===== src/pkg/ptc_pkg.sv =====
// constants and types shared by the prescaled modulo tick counter
package ptc_pkg;

  //////////////////////////////////////////////////////////////////////
  // widths
  localparam int CNT_W = 16; // counter and modulo width
  localparam int PS_W = 3; // prescale select width
  localparam int CS_W = 2; // clock source select width
  localparam int DIV_W = 12; // prescaler divisor width, up to 2048
  localparam int SRC_N = 3; // pin-driven clock sources

  //////////////////////////////////////////////////////////////////////
  // reset values and select codes
  localparam logic [15:0] COUNT_RESET = 16'h0000;
  localparam logic [15:0] MODULO_RESET = 16'h0000;
  localparam logic [2:0] PS_OFF = 3'h0; // prescaler stopped
  localparam logic [1:0] CS_EXT_OSC = 2'h0; // external_oscillator
  localparam logic [1:0] CS_LOW_POWER = 2'h1; // low_power_oscillator
  localparam logic [1:0] CS_INT_REF = 2'h2; // 32.768 kHz reference
  localparam logic [1:0] CS_BUS = 2'h3; // bus clock
  localparam logic [1:0] CS_RESET = CS_EXT_OSC;

  //////////////////////////////////////////////////////////////////////
  // source positions in the synchronised pin vector
  localparam int SRC_EXT_OSC = 0;
  localparam int SRC_LOW_POWER = 1;
  localparam int SRC_INT_REF = 2;

  //////////////////////////////////////////////////////////////////////
  // divisor per prescale code; entry 0 unused (prescaler off)
  // group 0 serves source codes x0, group 1 serves codes x1
  typedef logic [DIV_W-1:0] ptc_div_t;
  localparam ptc_div_t DIV_GROUP0 [0:7] = '{
    12'h001, 12'h001, 12'h002, 12'h004,
    12'h008, 12'h010, 12'h020, 12'h040
  };
  localparam ptc_div_t DIV_GROUP1 [0:7] = '{
    12'h001, 12'h080, 12'h100, 12'h200,
    12'h400, 12'h800, 12'h064, 12'h3E8
  };

endpackage

===== src/design/ptc_edge_sync.sv =====
// two-flop synchronisers with rising-edge pulses for source pins
`timescale 1ns/1ps
module ptc_edge_sync #(
  parameter int WIDTH = 3
) (
  input wire logic i_clk_sys,
  input wire logic i_rst_n,
  input wire logic [WIDTH-1:0] i_level,
  output logic [WIDTH-1:0] o_rise
);

  //////////////////////////////////////////////////////////////////////
  // per source: metastable stage, stable stage, previous stable value
  genvar g;
  generate
    for (g = 0; g < WIDTH; g++) begin : g_src
      logic meta; // read only by the stable stage
      logic stable; // safe synchronised level
      logic prev; // last stable level, for edge finding
      logic next_meta;
      logic next_stable;
      logic next_prev;

      // next values of the chain
      always_comb begin
        next_meta = i_level[g];
        next_stable = meta;
        next_prev = stable;
      end

      // registers; reset low so no false edge after release
      always_ff @(posedge i_clk_sys or negedge i_rst_n) begin
        if (!i_rst_n) begin
          meta <= 1'b0;
          stable <= 1'b0;
          prev <= 1'b0;
        end else begin
          meta <= next_meta;
          stable <= next_stable;
          prev <= next_prev;
        end
      end

      // one-cycle pulse per source rising edge
      assign o_rise[g] = stable & ~prev;
    end
  endgenerate

endmodule // ptc_edge_sync


===== src/design/ptc_prescaler.sv =====
// prescaler: divides source ticks into one-cycle count enables
`timescale 1ns/1ps
module ptc_prescaler (
  input wire logic i_clk_sys,
  input wire logic i_rst_n,
  input wire logic i_src_tick,
  input wire logic i_clear,
  input wire logic [2:0] i_prescale_select,
  input wire logic i_group1,
  output logic o_tick
);

  logic [ptc_pkg::DIV_W-1:0] div_cnt; // source ticks seen this period
  logic [ptc_pkg::DIV_W-1:0] next_div_cnt;
  logic tick; // registered count enable
  logic next_tick;
  logic [ptc_pkg::DIV_W-1:0] limit; // divisor for current codes

  //////////////////////////////////////////////////////////////////////
  // divisor lookup and period counting
  always_comb begin
    // group 1: binary codes first, decimal codes 110 and 111; group 0 all binary
    if (i_group1) begin
      limit = ptc_pkg::DIV_GROUP1[i_prescale_select];
    end else begin
      limit = ptc_pkg::DIV_GROUP0[i_prescale_select];
    end
    next_div_cnt = div_cnt;
    next_tick = 1'b0;
    if (i_clear || i_prescale_select == ptc_pkg::PS_OFF) begin
      // held at zero while off or on a selection change
      next_div_cnt = '0;
    end else if (i_src_tick) begin
      if (div_cnt == limit - 12'h001) begin
        // one single-cycle enable per period
        next_div_cnt = '0;
        next_tick = 1'b1;
      end else begin
        next_div_cnt = div_cnt + 12'h001;
      end
    end
  end

  // registers; reset leaves the prescaler idle
  always_ff @(posedge i_clk_sys or negedge i_rst_n) begin
    if (!i_rst_n) begin
      div_cnt <= '0;
      tick <= 1'b0;
    end else begin
      div_cnt <= next_div_cnt;
      tick <= next_tick;
    end
  end

  assign o_tick = tick;

  //////////////////////////////////////////////////////////////////////
  // checks
  chk_off_no_tick: assert property (
    @(posedge i_clk_sys) disable iff (!i_rst_n)
    (i_prescale_select == ptc_pkg::PS_OFF) |=> !o_tick
  ) else $error("prescaler produced an enable while off");

  chk_tick_one_cycle: assert property (
    @(posedge i_clk_sys) disable iff (!i_rst_n)
    o_tick && limit != 12'h001 |=> !o_tick
  ) else $error("count enable wider than one cycle");

endmodule // ptc_prescaler


===== src/design/ptc_tick_counter.sv =====
// prescaled modulo tick counter: selector, counter, flag, pin toggle
`timescale 1ns/1ps
module ptc_tick_counter (
  input wire logic i_clk_sys,
  input wire logic i_reset_n,
  input wire logic i_ext_osc,
  input wire logic i_low_power_osc,
  input wire logic i_int_ref_clk,
  input wire logic i_sc_write,
  input wire logic i_wr_clear_flag,
  input wire logic i_wr_irq_enable,
  input wire logic i_wr_toggle_enable,
  input wire logic [2:0] i_wr_prescale_select,
  input wire logic [1:0] i_wr_clock_source_select,
  input wire logic i_mod_write,
  input wire logic [15:0] i_wr_modulo_value,
  input wire logic i_count_low_read,
  output logic [15:0] o_count_value,
  output logic [7:0] o_count_high_held,
  output logic [15:0] o_modulo_value,
  output logic [2:0] o_prescale_select,
  output logic [1:0] o_clock_source_select,
  output logic o_match_flag,
  output logic o_match_irq_enable,
  output logic o_toggle_output_enable,
  output logic o_irq,
  output logic o_toggle_pin
);

  //////////////////////////////////////////////////////////////////////
  // reset release synchroniser
  logic rst_q1; // first stage, read only by second
  logic rst_n; // released copy used everywhere else

  // asserts at once, releases two edges later
  always_ff @(posedge i_clk_sys or negedge i_reset_n) begin
    if (!i_reset_n) begin
      rst_q1 <= 1'b0;
      rst_n <= 1'b0;
    end else begin
      rst_q1 <= 1'b1;
      rst_n <= rst_q1;
    end
  end

  //////////////////////////////////////////////////////////////////////
  // state
  logic [1:0] clk_src_sel; // selected source code
  logic [1:0] next_clk_src_sel;
  logic [2:0] prescale_sel; // prescale code, zero means off
  logic [2:0] next_prescale_sel;
  logic [15:0] modulo_reg; // software-visible modulo
  logic [15:0] next_modulo_reg;
  logic [15:0] active_mod; // value the comparator really uses
  logic [15:0] next_active_mod;
  logic [15:0] count; // the up-counter
  logic [15:0] next_count;
  logic [7:0] count_high; // high byte caught on low-byte read
  logic [7:0] next_count_high;
  logic match_flag; // sticky wrap flag
  logic next_match_flag;
  logic irq_en; // interrupt enable
  logic next_irq_en;
  logic toggle_en; // pin toggle enable
  logic next_toggle_en;
  logic toggle_pin; // output pin level
  logic next_toggle_pin;

  //////////////////////////////////////////////////////////////////////
  // source pins into the system clock
  logic [ptc_pkg::SRC_N-1:0] src_rise; // one pulse per source edge
  logic src_tick; // edge of the selected source
  logic pre_tick; // prescaler count enable

  // pins cross two flops before any edge logic looks at them
  ptc_edge_sync #(
    .WIDTH(ptc_pkg::SRC_N)
  ) u_edge_sync (
    .i_clk_sys(i_clk_sys),
    .i_rst_n(rst_n),
    .i_level({i_int_ref_clk, i_low_power_osc, i_ext_osc}),
    .o_rise(src_rise)
  );

  // source selector feeding the prescaler
  always_comb begin
    unique case (clk_src_sel)
      ptc_pkg::CS_EXT_OSC: src_tick = src_rise[ptc_pkg::SRC_EXT_OSC];
      ptc_pkg::CS_LOW_POWER: src_tick = src_rise[ptc_pkg::SRC_LOW_POWER];
      ptc_pkg::CS_INT_REF: src_tick = src_rise[ptc_pkg::SRC_INT_REF];
      // bus clock is the system clock: every cycle is a source tick
      ptc_pkg::CS_BUS: src_tick = 1'b1;
    endcase
  end

  //////////////////////////////////////////////////////////////////////
  // control decode
  logic src_change; // new source code written
  logic ps_change; // new prescale code written
  logic restart; // clear prescaler and counter
  logic ps_start; // prescaler selected nonzero
  logic wrap; // counter steps from modulo to zero
  logic flag_clear; // software writes one to the flag

  always_comb begin
    src_change = i_sc_write && (i_wr_clock_source_select != clk_src_sel);
    ps_change = i_sc_write && (i_wr_prescale_select != prescale_sel);
    restart = src_change || ps_change;
    ps_start = ps_change && (i_wr_prescale_select != ptc_pkg::PS_OFF);
    // a write of zero to the flag bit leaves it alone
    flag_clear = i_sc_write && i_wr_clear_flag;
    // modulo zero wraps on every enable
    wrap = pre_tick && !restart && (count == active_mod);
  end

  // prescaler; codes only reach it through the registers
  ptc_prescaler u_prescaler (
    .i_clk_sys(i_clk_sys),
    .i_rst_n(rst_n),
    .i_src_tick(src_tick),
    .i_clear(restart),
    .i_prescale_select(prescale_sel),
    .i_group1(clk_src_sel[0]),
    .o_tick(pre_tick)
  );

  //////////////////////////////////////////////////////////////////////
  // next-state logic
  always_comb begin
    next_clk_src_sel = clk_src_sel;
    next_prescale_sel = prescale_sel;
    next_irq_en = irq_en;
    next_toggle_en = toggle_en;
    next_modulo_reg = modulo_reg;
    next_active_mod = active_mod;
    next_count = count;
    next_count_high = count_high;
    next_toggle_pin = toggle_pin;
    // software control writes
    if (i_sc_write) begin
      next_clk_src_sel = i_wr_clock_source_select;
      next_prescale_sel = i_wr_prescale_select;
      next_irq_en = i_wr_irq_enable;
      next_toggle_en = i_wr_toggle_enable;
    end
    if (i_mod_write) begin
      next_modulo_reg = i_wr_modulo_value;
    end
    // comparator copy refreshed only at wrap or start
    if (wrap || ps_start) begin
      next_active_mod = modulo_reg;
    end
    // counter: clear on selection change, wrap, else step
    if (restart) begin
      next_count = ptc_pkg::COUNT_RESET;
    end else if (wrap) begin
      next_count = ptc_pkg::COUNT_RESET;
    end else if (pre_tick) begin
      next_count = count + 16'h0001;
    end
    // high byte frozen so the two byte reads agree
    if (i_count_low_read) begin
      next_count_high = count[15:8];
    end
    // pin inverts from its own previous level
    if (wrap && toggle_en) begin
      next_toggle_pin = ~toggle_pin;
    end
    // set wins over a clear in the same cycle
    next_match_flag = (match_flag && !flag_clear) || wrap;
  end

  //////////////////////////////////////////////////////////////////////
  // registers; reset state
  always_ff @(posedge i_clk_sys or negedge rst_n) begin
    if (!rst_n) begin
      clk_src_sel <= ptc_pkg::CS_RESET;
      prescale_sel <= ptc_pkg::PS_OFF;
      modulo_reg <= ptc_pkg::MODULO_RESET;
      active_mod <= ptc_pkg::MODULO_RESET;
      count <= ptc_pkg::COUNT_RESET;
      count_high <= 8'h00;
      match_flag <= 1'b0;
      irq_en <= 1'b0;
      toggle_en <= 1'b0;
      toggle_pin <= 1'b0;
    end else begin
      clk_src_sel <= next_clk_src_sel;
      prescale_sel <= next_prescale_sel;
      modulo_reg <= next_modulo_reg;
      active_mod <= next_active_mod;
      count <= next_count;
      count_high <= next_count_high;
      match_flag <= next_match_flag;
      irq_en <= next_irq_en;
      toggle_en <= next_toggle_en;
      toggle_pin <= next_toggle_pin;
    end
  end

  //////////////////////////////////////////////////////////////////////
  // outputs; there is no write path to the count at all
  assign o_count_value = count;
  assign o_count_high_held = count_high;
  assign o_modulo_value = modulo_reg;
  assign o_prescale_select = prescale_sel;
  assign o_clock_source_select = clk_src_sel;
  assign o_match_flag = match_flag;
  assign o_match_irq_enable = irq_en;
  assign o_toggle_output_enable = toggle_en;
  assign o_toggle_pin = toggle_pin;
  // request follows flag and enable; clearing the flag drops it
  assign o_irq = match_flag & irq_en;

  //////////////////////////////////////////////////////////////////////
  // checks
  chk_wrap_sets_flag: assert property (
    @(posedge i_clk_sys) disable iff (!rst_n)
    wrap |=> (o_match_flag && o_count_value == 16'h0000)
  ) else $error("wrap did not set flag and zero the count");

  chk_count_steps: assert property (
    @(posedge i_clk_sys) disable iff (!rst_n)
    pre_tick && !restart && count != active_mod
      |=> count == $past(count) + 16'h0001
  ) else $error("counter did not step by one");

  chk_count_idle: assert property (
    @(posedge i_clk_sys) disable iff (!rst_n)
    !pre_tick && !restart |=> $stable(count)
  ) else $error("counter moved without an enable");

  chk_src_clears: assert property (
    @(posedge i_clk_sys) disable iff (!rst_n)
    src_change |=> (count == 16'h0000 && !pre_tick)
  ) else $error("source change did not clear the counter");

  chk_ps_clears: assert property (
    @(posedge i_clk_sys) disable iff (!rst_n)
    ps_change |=> (count == 16'h0000 && !pre_tick)
  ) else $error("prescale change did not clear the counter");

  chk_flag_clear: assert property (
    @(posedge i_clk_sys) disable iff (!rst_n)
    flag_clear && !wrap |=> (!o_match_flag && !o_irq)
  ) else $error("writing one did not clear the flag");

  chk_flag_keep: assert property (
    @(posedge i_clk_sys) disable iff (!rst_n)
    o_match_flag && !flag_clear |=> o_match_flag
  ) else $error("flag dropped without a clear");

  chk_irq_raise: assert property (
    @(posedge i_clk_sys) disable iff (!rst_n)
    wrap && irq_en && !i_sc_write |=> o_irq
  ) else $error("enabled wrap did not request an interrupt");

  chk_pin_toggle: assert property (
    @(posedge i_clk_sys) disable iff (!rst_n)
    wrap && toggle_en |=> o_toggle_pin != $past(o_toggle_pin)
  ) else $error("pin did not invert on wrap");

  chk_pin_hold: assert property (
    @(posedge i_clk_sys) disable iff (!rst_n)
    !(wrap && toggle_en) |=> $stable(o_toggle_pin)
  ) else $error("pin moved without a wrap");

  chk_mod_latched: assert property (
    @(posedge i_clk_sys) disable iff (!rst_n)
    !wrap && !ps_start |=> $stable(active_mod)
  ) else $error("comparator value changed outside wrap or start");

  chk_mod_zero: assert property (
    @(posedge i_clk_sys) disable iff (!rst_n)
    pre_tick && !restart && active_mod == 16'h0000 |=> o_match_flag
  ) else $error("modulo zero did not flag on an enable");

  chk_ctrl_write: assert property (
    @(posedge i_clk_sys) disable iff (!rst_n)
    i_sc_write |=> (o_prescale_select == $past(i_wr_prescale_select) &&
      o_clock_source_select == $past(i_wr_clock_source_select))
  ) else $error("control write did not reach the select fields");

  chk_mod_write: assert property (
    @(posedge i_clk_sys) disable iff (!rst_n)
    i_mod_write |=> o_modulo_value == $past(i_wr_modulo_value)
  ) else $error("modulo write was not stored");

  chk_mod_reload: assert property (
    @(posedge i_clk_sys) disable iff (!rst_n)
    wrap || ps_start |=> active_mod == $past(modulo_reg)
  ) else $error("comparator did not take the stored modulo");

  chk_high_capture: assert property (
    @(posedge i_clk_sys) disable iff (!rst_n)
    i_count_low_read |=> o_count_high_held == $past(count[15:8])
  ) else $error("high byte not caught on the low byte read");

  chk_high_hold: assert property (
    @(posedge i_clk_sys) disable iff (!rst_n)
    !i_count_low_read |=> $stable(o_count_high_held)
  ) else $error("held high byte moved without a read");

endmodule // ptc_tick_counter


===== config.mk =====
export PLATFORM = sky130hd
export DESIGN_NAME = ptc_tick_counter
export DESIGN_NICKNAME = d
export VERILOG_FILES = /design/src/pkg/ptc_pkg.sv /design/src/design/ptc_edge_sync.sv /design/src/design/ptc_prescaler.sv /design/src/design/ptc_tick_counter.sv
export SDC_FILE = /design/constraint.sdc
export NUM_CORES = 1
export LEC_CHECK = 0
export BUFFER_PORTS_ARGS = -buffer_cell sky130_fd_sc_hd__buf_4
export CAP_MARGIN = 20
export CORE_MARGIN = 2
export CORE_UTILIZATION = 45
export DETAILED_ROUTE_END_ITERATION = 8
export PLACE_DENSITY = 0.77
export REMOVE_ABC_BUFFERS = 1
export SLEW_MARGIN = 10
export SYNTH_ARGS = -nofsm -noshare
export SYNTH_HDL_FRONTEND = slang
export SYNTH_SLANG_ARGS = --single-unit

===== constraint.sdc =====
create_clock -name i_clk_sys -period 8.2 [get_ports i_clk_sys]
set_input_delay 1.23 -clock i_clk_sys [delete_from_list [all_inputs] [get_ports i_clk_sys]]
set_output_delay 1.23 -clock i_clk_sys [all_outputs]
set_load 0.01 [all_outputs]

## After elaboration in Yosys (flattened, before gate mapping)

Memory sizes are Yosys's and may differ from the RTL's.
Index checks and enable logic that the tools add are counted.
Widths: inputs -> output; s select.

| storage, ports and cells | value |
|---|---|
| bits in registers | 89 |
| memory bits (read-only) | 192 |
| input bits | 32 |
| word-level logic and storage cells | 79 |
| memories kept | 2 |

Memory list:

| name | depth | bits a word | rd ports | clocked after memory_dff | wr ports | RTL line | source |
|---|---|---|---|---|---|---|---|
| (name not given) | 8 | 12 | 1 | 0 | 0 | ptc_prescaler.sv:26 | `limit = ptc_pkg::DIV_GROUP0[i_prescale_select];` |
| (name not given) | 8 | 12 | 1 | 0 | 0 | ptc_prescaler.sv:24 | `limit = ptc_pkg::DIV_GROUP1[i_prescale_select];` |

| operators by class | value |
|---|---|
| add/subtract/negate cells | 3 |
| order comparisons | 1 |
| equality and inequality tests | 7 |
| mux-type cells | 15 |
| bitwise logic cells | 9 |
| reduce and logical (&&, ||, !) cells | 19 |

Operator list:

| cell | count |
|---|---|
| $mux 12 | 8 |
| $mux 16 | 3 |
| $add 16x1->16 const B | 1 |
| $eq 16x16->1 | 1 |
| $add 12x1->12 const B | 1 |
| $eq 12x12->1 | 1 |
| $sub 12x1->12 const B | 1 |
| $logic_and 1x1->1 | 8 |
| $reduce_bool 3->1 | 2 |
| $and 1x1->1 | 4 |
| $eq 2x2->1 const B | 2 |
| $ge 4x4->1 const B | 1 |
| $logic_or 1x1->1 | 4 |
| $not 1->1 | 4 |
| $not 3->4 | 1 |
| $pmux 1 s4 | 1 |
| $logic_not 3->1 | 1 |
| $mux 1 | 3 |
| $ne 3x3->1 | 1 |
| $eq 2x1->1 const B | 1 |
| $logic_not 1->1 | 2 |
| $logic_not 2->1 | 1 |
| $ne 2x2->1 | 1 |
| $reduce_bool 2->1 | 1 |

## Longest topological paths before layout

Gate-level depths: netlist of run 1.

| logic depth | value |
|---|---|
| word-level depth | 10 |
| gate-level depth with buffers | 14 |
| depth with buffers taken out | 10 |

## By module

Synthesis of run 1 repeated with hierarchy kept, for this count alone.

| unflattened totals | value |
|---|---|
| cells, all modules | 445 |
| area total of the unflattened synthesis | 4,784.6 um^2 |

Modules (own cells, without submodules):

| module | instances | cells an instance | area each (um^2) |
|---|---|---|---|
| ptc_tick_counter | 1 | 261 | 3,204.3 |
| ptc_prescaler | 1 | 172 | 1,313.8 |
| ptc_edge_sync | 1 | 12 | 266.5 |

## Worst setup path before layout of run 1

No wires, ideal clock.

| timing path | value |
|---|---|
| kind | flip-flop to flip-flop |
| start point | reg prescale_sel[0], in the netlist o_prescale_select[0] |
| end point | reg u_prescaler.div_cnt[8] in the netlist's numbering |
| data arrival time | 2,885 ps |
| data required time | 8,131 ps |
| setup slack | 5,246 ps |
| stages on the path, launching flop included | 14 |
| period minus slack after synthesis | 2,954 ps |
| path through | dfrtp_1 > buf_4 > buf_6 > and2_1 > nand2b_1 > ha_1 > buf_2 > xor2_1 > or3_1 > a32o_1 > o2111a_1 > a31o_4 > or3_1 > nand3_1 |

| between the ends | value |
|---|---|
| word-level cells in the longest chain between the ends | 10 |

Ends and longest elaborated chain:

| item | RTL line | source |
|---|---|---|
| start, declared | ptc_tick_counter.sv:50 | `logic [2:0] prescale_sel;` |
| start signal, assigned | ptc_tick_counter.sv:178 | `prescale_sel <= ptc_pkg::PS_OFF;` |
| start signal, assigned | ptc_tick_counter.sv:189 | `prescale_sel <= next_prescale_sel;` |
| $not 3->4 (not written as such) | ptc_prescaler.sv:24, ptc_prescaler.sv:26 |  |
| $mem_v2 8x12 (on tied branches) | - |  |
| $mux 12 (on tied branches) (2 in series) | ptc_prescaler.sv:26, ptc_prescaler.sv:24 |  |
| $mux 12 | ptc_prescaler.sv:23 | `if (i_group1) begin` |
| $sub 12x1->12 | ptc_prescaler.sv:34 | `if (div_cnt == limit - 12'h001) begin` |
| $eq 12x12->1 | ptc_prescaler.sv:34 |  |
| $mux 12 | ptc_prescaler.sv:34 |  |
| $mux 12 | ptc_prescaler.sv:33 | `end else if (i_src_tick) begin` |
| $mux 12 | ptc_prescaler.sv:30 | `if (i_clear \|\| i_prescale_select == ptc_pkg::PS_OFF) begin` |
| end signal, assigned | ptc_prescaler.sv:50 | `div_cnt <= next_div_cnt;` |
| end, declared | ptc_prescaler.sv:13 | `logic [ptc_pkg::DIV_W-1:0] div_cnt;` |

Parallel ways exist; a longest one is shown, timed or not. The select of a mux whose other input is x is not followed.
A chain may end at the register's enable or synchronous reset.

## Final worst setup path of run 1

| timing path | value |
|---|---|
| start point | reg clk_src_sel[0], in the netlist o_clock_source_select[0] |
| end point | reg u_prescaler.div_cnt[8] in the netlist's numbering |

| between the ends | value |
|---|---|
| word-level cells in the longest chain between the ends | 6 |

Ends and longest elaborated chain:

| item | RTL line | source |
|---|---|---|
| start, declared | ptc_tick_counter.sv:48 | `logic [1:0] clk_src_sel;` |
| start signal, assigned | ptc_tick_counter.sv:177 | `clk_src_sel <= ptc_pkg::CS_RESET;` |
| start signal, assigned | ptc_tick_counter.sv:188 | `clk_src_sel <= next_clk_src_sel;` |
| $mux 12 | ptc_prescaler.sv:23 |  |
| $sub 12x1->12 | ptc_prescaler.sv:34 |  |
| $eq 12x12->1 | ptc_prescaler.sv:34 |  |
| $mux 12 | ptc_prescaler.sv:34 |  |
| $mux 12 | ptc_prescaler.sv:33 |  |
| $mux 12 | ptc_prescaler.sv:30 |  |

Parallel ways exist; a longest one is shown, timed or not. The select of a mux whose other input is x is not followed.

==> metrics.csv, run 1 <==
stage;metric;value;unit
logic_synthesis;synth-edff-count;0;
global_route;grtUsageTotal;0.189;
timing;rsz0062_at_grt;no;
clock_tree;postCtsSetupBuffers;0;
floorplan;ios;82;
critical_path;r2r_end;u_prescaler.div_cnt[8];
clock_tree;cts_tree;yes;
placed_design;place.gp.congestion;0.911;
timing;finalMaxSlewViolations;0;
clock_tree;cts-buffers-inserted;9;
logic_synthesis;ys_warn_count;0;
clock_tree;clock_latency;0.36;ns
floorplan;rows;36;
logic_synthesis;postSynthAreaPerCell;10.6;sq um
logic_synthesis;ys_async_sr_fraction;1.00;
clock_tree;h-tree-depth;3;
pwr;leakage;2.50;nW
timing;clock.fmax;0.290;GHz
placed_design;place_area;5220;sq um
critical_path;cp-startpoint;o_clock_source_select[0];
floorplan;die_h;105;microns
clock_tree;root_buffer;clkbuf_8;
route;wirelength;10.1;mm
clock_tree;clk_pin_slew;0.09;ns
floorplan;core_area;9860;sq um
status;status;finished clean;
global_route;grt-busiest-layer;met2;
clock_tree;cts.repair.resized;0;
route;route.detailed.drc;0;
cells_and_area;area_growth_syn_to_layout;18.6;%
timing;fin_tns_setup;0;ns
critical_path;cp.arrival;3.74;ns
route;drtAntennaViolNets;0;
global_route;met2_usage;0.282;
timing;finalSetupViolations;0;
global_route;use_met1;0.274;
logic_synthesis;synth_flop_cell;dfrtp_1;
logic_synthesis;yosys-top-cells-area;dfrtp_1 (48%), mux2_2 (10%), xor2_1 (4.2%);
clock_tree;postCtsHoldBufs;0;
pwr;max-vdd-ir-drop;112;uV
min_path;hold_path.class;reg2async;
floorplan;die_w;105;microns
critical_path;worst_setup_path_start_kind;flip-flop;
logic_synthesis;synth-seq-cells;89;
placed_design;dp_cells;623;
cells_and_area;drive_gt1_frac;0.296;
global_route;grt_max_degree;88;
route;firstDrtPassIters;5;
placed_design;portBuffers;81;
logic_synthesis;synth-seq-area-share;0.484;
flow_run;drv_cap;0;
timing;finClkSkew;0.0153;ns
timing;relSlewSlack;0.281;
logic_synthesis;yosysTopAreaCell;dfrtp_1;
placed_design;dp_slack;4.64;ns
global_route;grt-ovfl-total;0;
floorplan;die-area;11000;sq um
global_route;antenna_found_initial;0;
critical_path;ff2ff_setup_slack;4.75;ns
pwr;power-per-cell-area;180;nW/um^2
clock_tree;clock-sinks;89;
cells_and_area;fillers;833;
global_route;grt_pass1_wl;16.9;mm
floorplan;start_util;0.466;
route;vias;3531;
cells_and_area;diodes;0;
global_route;use_met3;0.0331;
critical_path;cp.required;8.49;ns
logic_synthesis;postSynthCellCount;435;
global_route;grt_pass1_vias;3411;
critical_path;timing.rr.start;o_clock_source_select[0];
cells_and_area;final_area;5450;sq um
route;via_per_inst;5.52;
critical_path;crit_path_max_fanout;29;
cells_and_area;nNetsFinal;537;
timing;fin_crit_sh;0.421;
route;wire_per_inst;15.7;microns
timing;finalWorstSetupSlack;4.75;ns
critical_path;path_class;reg2reg;
timing;hold_viol;0;
clock_tree;ctsLongestPathBuffers;2;
critical_path;worstRegToRegCells;10;
timing;tightest_slew;1.07;ns
timing;min_period;3.45;ns
critical_path;critPathCaptureType;flip-flop;
placed_design;dp_hpwl;7.17;mm
logic_synthesis;ys_types;60;
route;drtIter0Drc;213;
cells_and_area;stdcell_count;640;
logic_synthesis;synth_area;4600;sq um
logic_synthesis;yosysTopAreaCellShare;0.484;
## synth_stat cells, types with 2 or more instances
library cell,instances
nand2b_1,10
or3_1,5
nand3b_1,2
a32oi_1,3
o21a_1,2
o211ai_1,3
nor2_2,2
ha_1,3
xnor2_1,10
o31ai_1,5
dfrtp_1,89
nor4b_1,2
nand4_1,6
mux2_1,3
buf_6,5
o21ai_0,36
inv_1,10
and2_1,4
nor2_1,9
nor2b_1,9
or2_2,2
a211o_1,4
a31oi_1,6
o2111a_1,2
nor3_1,6
and3_1,14
a21oi_1,6
nand2_1,45
buf_4,4
clkbuf_1,10
buf_1,3
buf_2,5
nor4_1,6
mux2_2,42
nand3_1,12
xor2_1,22
a211oi_1,2
a21o_1,4
## state kept, by name, indices dropped and copies added (netlist names), 2 cells and up
signal	count
o_clock_source_select	2
u_prescaler.div_cnt	12
o_count_high_held	8
active_mod	16
o_count_value	16
o_prescale_select	3
u_edge_sync.g_src.meta	3
o_modulo_value	16
u_edge_sync.g_src.next_prev	3
u_edge_sync.g_src.prev	3
## through the flow
stage / util / hold slack [ns] / power (W)
CTS: 0.550 / 0.357 / 0.000991
global route: 0.553 / 0.293 / 0.00103
detailed placement: 0.529 / 0.337 / 0.000684
global placement: 0.529 / 0.336 / 0.000677
finish: 0.553 / 0.257 / 0.000982
floorplan: - / 0.331 / 0.000617
## layer usage
layer	vias to the layer above	part of all wire
met5	-	0
li1	1684	-
met1	1716	0.47
met2	117	0.47
met3	14	0.050
met4	0	0.013
## critical path: stages (launching register included)
cell	delay [ns]
dfrtp_1	0.92
nor2b_1	0.25
nand2b_1	0.15
ha_1	0.34
inv_1	0.19
or3_1	0.37
a32o_1	0.23
o2111a_1	0.18
a31o_4	0.32
or3_1	0.35
nand3_1	0.08
## area by class of cell
| type | count | area (sq um) | area share |
|---|---|---|---|
| flip-flops and latches | 89 | 2230 | 0.409 |
| well taps | 133 | 166 | 0.0305 |
| clock buffers | 9 | 124 | 0.0227 |
| repair buffers | 83 | 643 | 0.118 |
| inverters | 10 | 37.5 | 0.00689 |
| multi-input cells | 309 | 2170 | 0.399 |
| clock inverters | 7 | 76.3 | 0.0140 |
## power breakdown
group          total [W]  internal, W  switching (W)
logic           0.000167    0.0000867      0.0000803
clock network   0.000306     0.000144       0.000161
registers       0.000509     0.000472      0.0000371
total           0.000982     0.000703       0.000279
## worst max path at each step
stage,cells past startpoint,slack [ns],to
2_1_floorplan,10,5.21,u_prescaler.div_cnt[8]
3_3_place_gp,8,4.77,o_count_value[12]
3_5_place_dp,8,4.64,o_count_value[12]
4_1_cts,10,4.79,u_prescaler.div_cnt[8]
5_1_grt,10,4.51,u_prescaler.div_cnt[7]
6_report,10,4.75,u_prescaler.div_cnt[8]
## placed cells by master, fill, tap and decap left out, types with 2 or more instances in the layout
master,n
a21oi_1,6
nor4b_1,2
nand4_1,6
xnor2_1,10
mux2_1,3
nand2_1,45
nor2_2,2
nor4_1,6
inv_6,2
o2111a_1,2
a211oi_1,2
dfrtp_1,88
o31ai_1,5
a211o_1,4
a31oi_1,6
clkbuf_8,9
o21a_1,2
nand2b_1,10
nor2_1,9
nand3b_1,2
buf_4,82
or3_1,5
o21ai_0,36
and3_1,14
a21o_1,4
o211ai_1,3
nor2b_1,9
ha_1,3
nand3_1,12
and2_1,4
inv_1,10
clkinv_2,2
mux2_2,42
or2_2,2
xor2_1,22
nor3_1,6
a32oi_1,3
## kinds of logic (layout without fill, tap and decap cells)
logic type | count (synthesis) | after routing | share of synthesized area
and+or+nand+nor | 141 | 141 | 0.163
DFF | 89 | 89 | 0.484
AOI/OAI and AO/OA | 87 | 87 | 0.130
muxes | 45 | 45 | 0.110
buffers and inverters | 37 | 109 | 0.0430
xor gates and xnor gates | 32 | 32 | 0.0610
adders and majority gates | 3 | 3 | 0.00817
other | 1 | 1 | 0.000816
(Power assumes the default switching activity.)
==> inputs of run 2 (changes only) <==
- clock period: 8.2 -> 3.5 ns (I/O delays scaled with it)
==> run 2 against run 1 <==
Via count is 0.28% higher. Core utilization up 0.58 points. Count of clock-buffer cells in the layout grew 2. Largest cell class unchanged.
==> metrics.csv, run 2 (same netlist as run 1, synthesis figures left out) <==
stage;metric;value;unit
clock_tree;cts.repair.resized;0;
global_route;grtUsageTotal;0.193;
critical_path;crit_chain;or2_1 -> nand2b_1 -> ha_1 -> xor2_1 -> or3_1 -> a32o_1 -> o2111a_1 -> a31o_4 -> or3_1 -> nand3_1;
floorplan;core_area;9860;sq um
pwr;pwr-share-comb;0.176;
route;vias;3541;
route;drtAntennaViolNets;0;
clock_tree;cts-buffers-inserted;9;
timing;finClkSkew;0.0165;ns
clock_tree;clock-sinks;89;
critical_path;cp.required;3.79;ns
pwr;p_seq_frac;0.505;
route;wire_per_inst;15.8;microns
timing;finalMaxSlewViolations;0;
critical_path;slowest_delay;0.51;ns
critical_path;cp_top_family;simple AND/OR/NAND/NOR gates;
critical_path;critPathBufInv;0;
placed_design;place.gp.congestion;0.909;
global_route;grt_pass1_vias;3396;
route;firstDrtPassIters;5;
route;via_per_inst;5.48;
floorplan;die-area;11000;sq um
critical_path;cpMostUsedCell;or3_1;
min_path;hold_path.class;in2reg;
critical_path;cp.arrival;3.35;ns
floorplan;ios;82;
timing;finalSetupViolations;0;
pwr;power;0.00234;W
floorplan;die_w;105;microns
timing;rsz0062_at_grt;no;
clock_tree;clock_latency;0.36;ns
critical_path;crit_path_max_fanout;15;
route;route.detailed.drc;0;
critical_path;critPathCaptureType;flip-flop;
route;wirelength;10.2;mm
global_route;grt-ovfl-total;0;
clock_tree;h-tree-depth;3;
timing;min_period;3.06;ns
timing;fin_crit_sh;0.874;
cells_and_area;nNetsFinal;544;
flow_run;drv_cap;0;
floorplan;start_util;0.466;
timing;tightest_slew;0.677;ns
cells_and_area;drive_gt1_frac;0.302;
floorplan;rows;36;
critical_path;path_class;reg2reg;
timing;relSlewSlack;0.549;
route;drtIter0Drc;213;
status;status;finished clean;
pwr;clkPwrFrac;0.319;
pwr;p_switching;0.000649;W
critical_path;worst_setup_path_start_kind;flip-flop;
clock_tree;root_buffer;clkbuf_8;
timing;clock.fmax;0.327;GHz
cells_and_area;layout_common_cells;dfrtp_1 (88), buf_4 (88), nand2_1 (45), mux2_2 (42), o21ai_0 (36);
timing;fin_tns_setup;0;ns
clock_tree;ctsLongestPathBuffers;2;
placed_design;dp_hpwl;7.30;mm
cells_and_area;area_growth_syn_to_layout;19.8;%
timing;fin_hold_ws;0.272;ns
global_route;antenna_found_initial;0;
timing;hold_viol;0;
pwr;p_int;0.00169;W
floorplan;die_h;105;microns
pwr;power-per-cell-area;425;nW/um^2
clock_tree;cts_tree;yes;
critical_path;cp_slowest_cell;dfrtp_1;
global_route;grt_max_degree;88;
pwr;leakage;2.54;nW
cells_and_area;diodes;0;
placed_design;portBuffers;81;
global_route;grt_pass1_wl;17.2;mm
cells_and_area;fillers;855;
pwr;switching_share;0.277;
clock_tree;clk_pin_slew;0.09;ns
pwr;max-vdd-ir-drop;231;uV
[run 2: changes by cell type in the layout (fill, tap and decap cells not counted), sizes merged]
| cell | delta |
|---|---|
| clkinvlp | -1 |
| dlygate4sd3 | +1 |
| clkbuf | +2 |
| clkinv | -1 |
| inv | -1 |
| buf | +6 |
[run 2: through the flow]
stage / worst slack, ns / cell area [sq um] / utilization / std cells
2_1_floorplan: 0.509 / 4440 / - / 408
3_3_place_gp: 0.519 / 5270 / 0.534 / 629
3_5_place_dp: 0.478 / 5270 / 0.534 / 629
4_1_cts: 0.457 / 5490 / 0.556 / 645
5_1_grt: 0.237 / 5510 / 0.558 / 646
6_report: 0.443 / 5510 / 0.558 / 646
[run 2: worst reg2reg max path, delay by kind of cell, from the launching register on]
kind / cells / cell delay, ns
and+or+nand+nor: 5 / 1.29
AOI/OAI and AO/OA: 3 / 0.73
DFF: 1 / 0.51
adders and majority gates: 1 / 0.30
xor gates and xnor gates: 1 / 0.18
[run 2: power groups by stage]
stage,Combinational (W),Sequential [W],Clock (W)
6_report,0.000412,0.00118,0.000746
2_1_floorplan,0.000232,0.00121,0
3_5_place_dp,0.000398,0.00121,0
3_3_place_gp,0.000393,0.00120,0
4_1_cts,0.000403,0.00119,0.000763
5_1_grt,0.000453,0.00120,0.000808
[run 2: path summary, 6_finish.rpt]
path	to	cells past startpoint	slack, ns	start
setup / recovery	u_prescaler.div_cnt[8]	10	0.44	o_prescale_select[0]
hold / removal	u_edge_sync.g_src[1].meta	1	0.27	i_low_power_osc
setup reg to reg	u_prescaler.div_cnt[8]	10	0.44	o_prescale_select[0]
hold reg to reg	u_edge_sync.g_src[2].next_prev	0	0.34	u_edge_sync.g_src[2].meta
max in group asynchronous	o_match_flag	1	2.50	rst_n
min in group asynchronous	u_prescaler.div_cnt[7]	0	0.35	rst_n
[run 2: final cells by class]
type	instances	area, sq um	area share
multi-input cells	309	2170	0.394
repair buffers	90	691	0.125
clock inverters	4	58.8	0.0107
well taps	133	166	0.0302
clock buffers	11	151	0.0275
inverters	10	37.5	0.00682
flip-flops and latches	89	2230	0.405
[run 2: what timing repair did]
action                                 CTS  global route
hold buffers                             1             0
setup endpoints to repair                0             0
setup buffers                            0             0
endpoints found under the hold margin    2             0
[run 2: metal layers]
metal,global-route usage,vias to the layer above,wire length [microns]
li1,-,1702,-
met1,0.285,1752,5010
met2,0.296,78,4660
met3,0.0281,9,418
met4,0.0543,0,120
met5,0,-,0
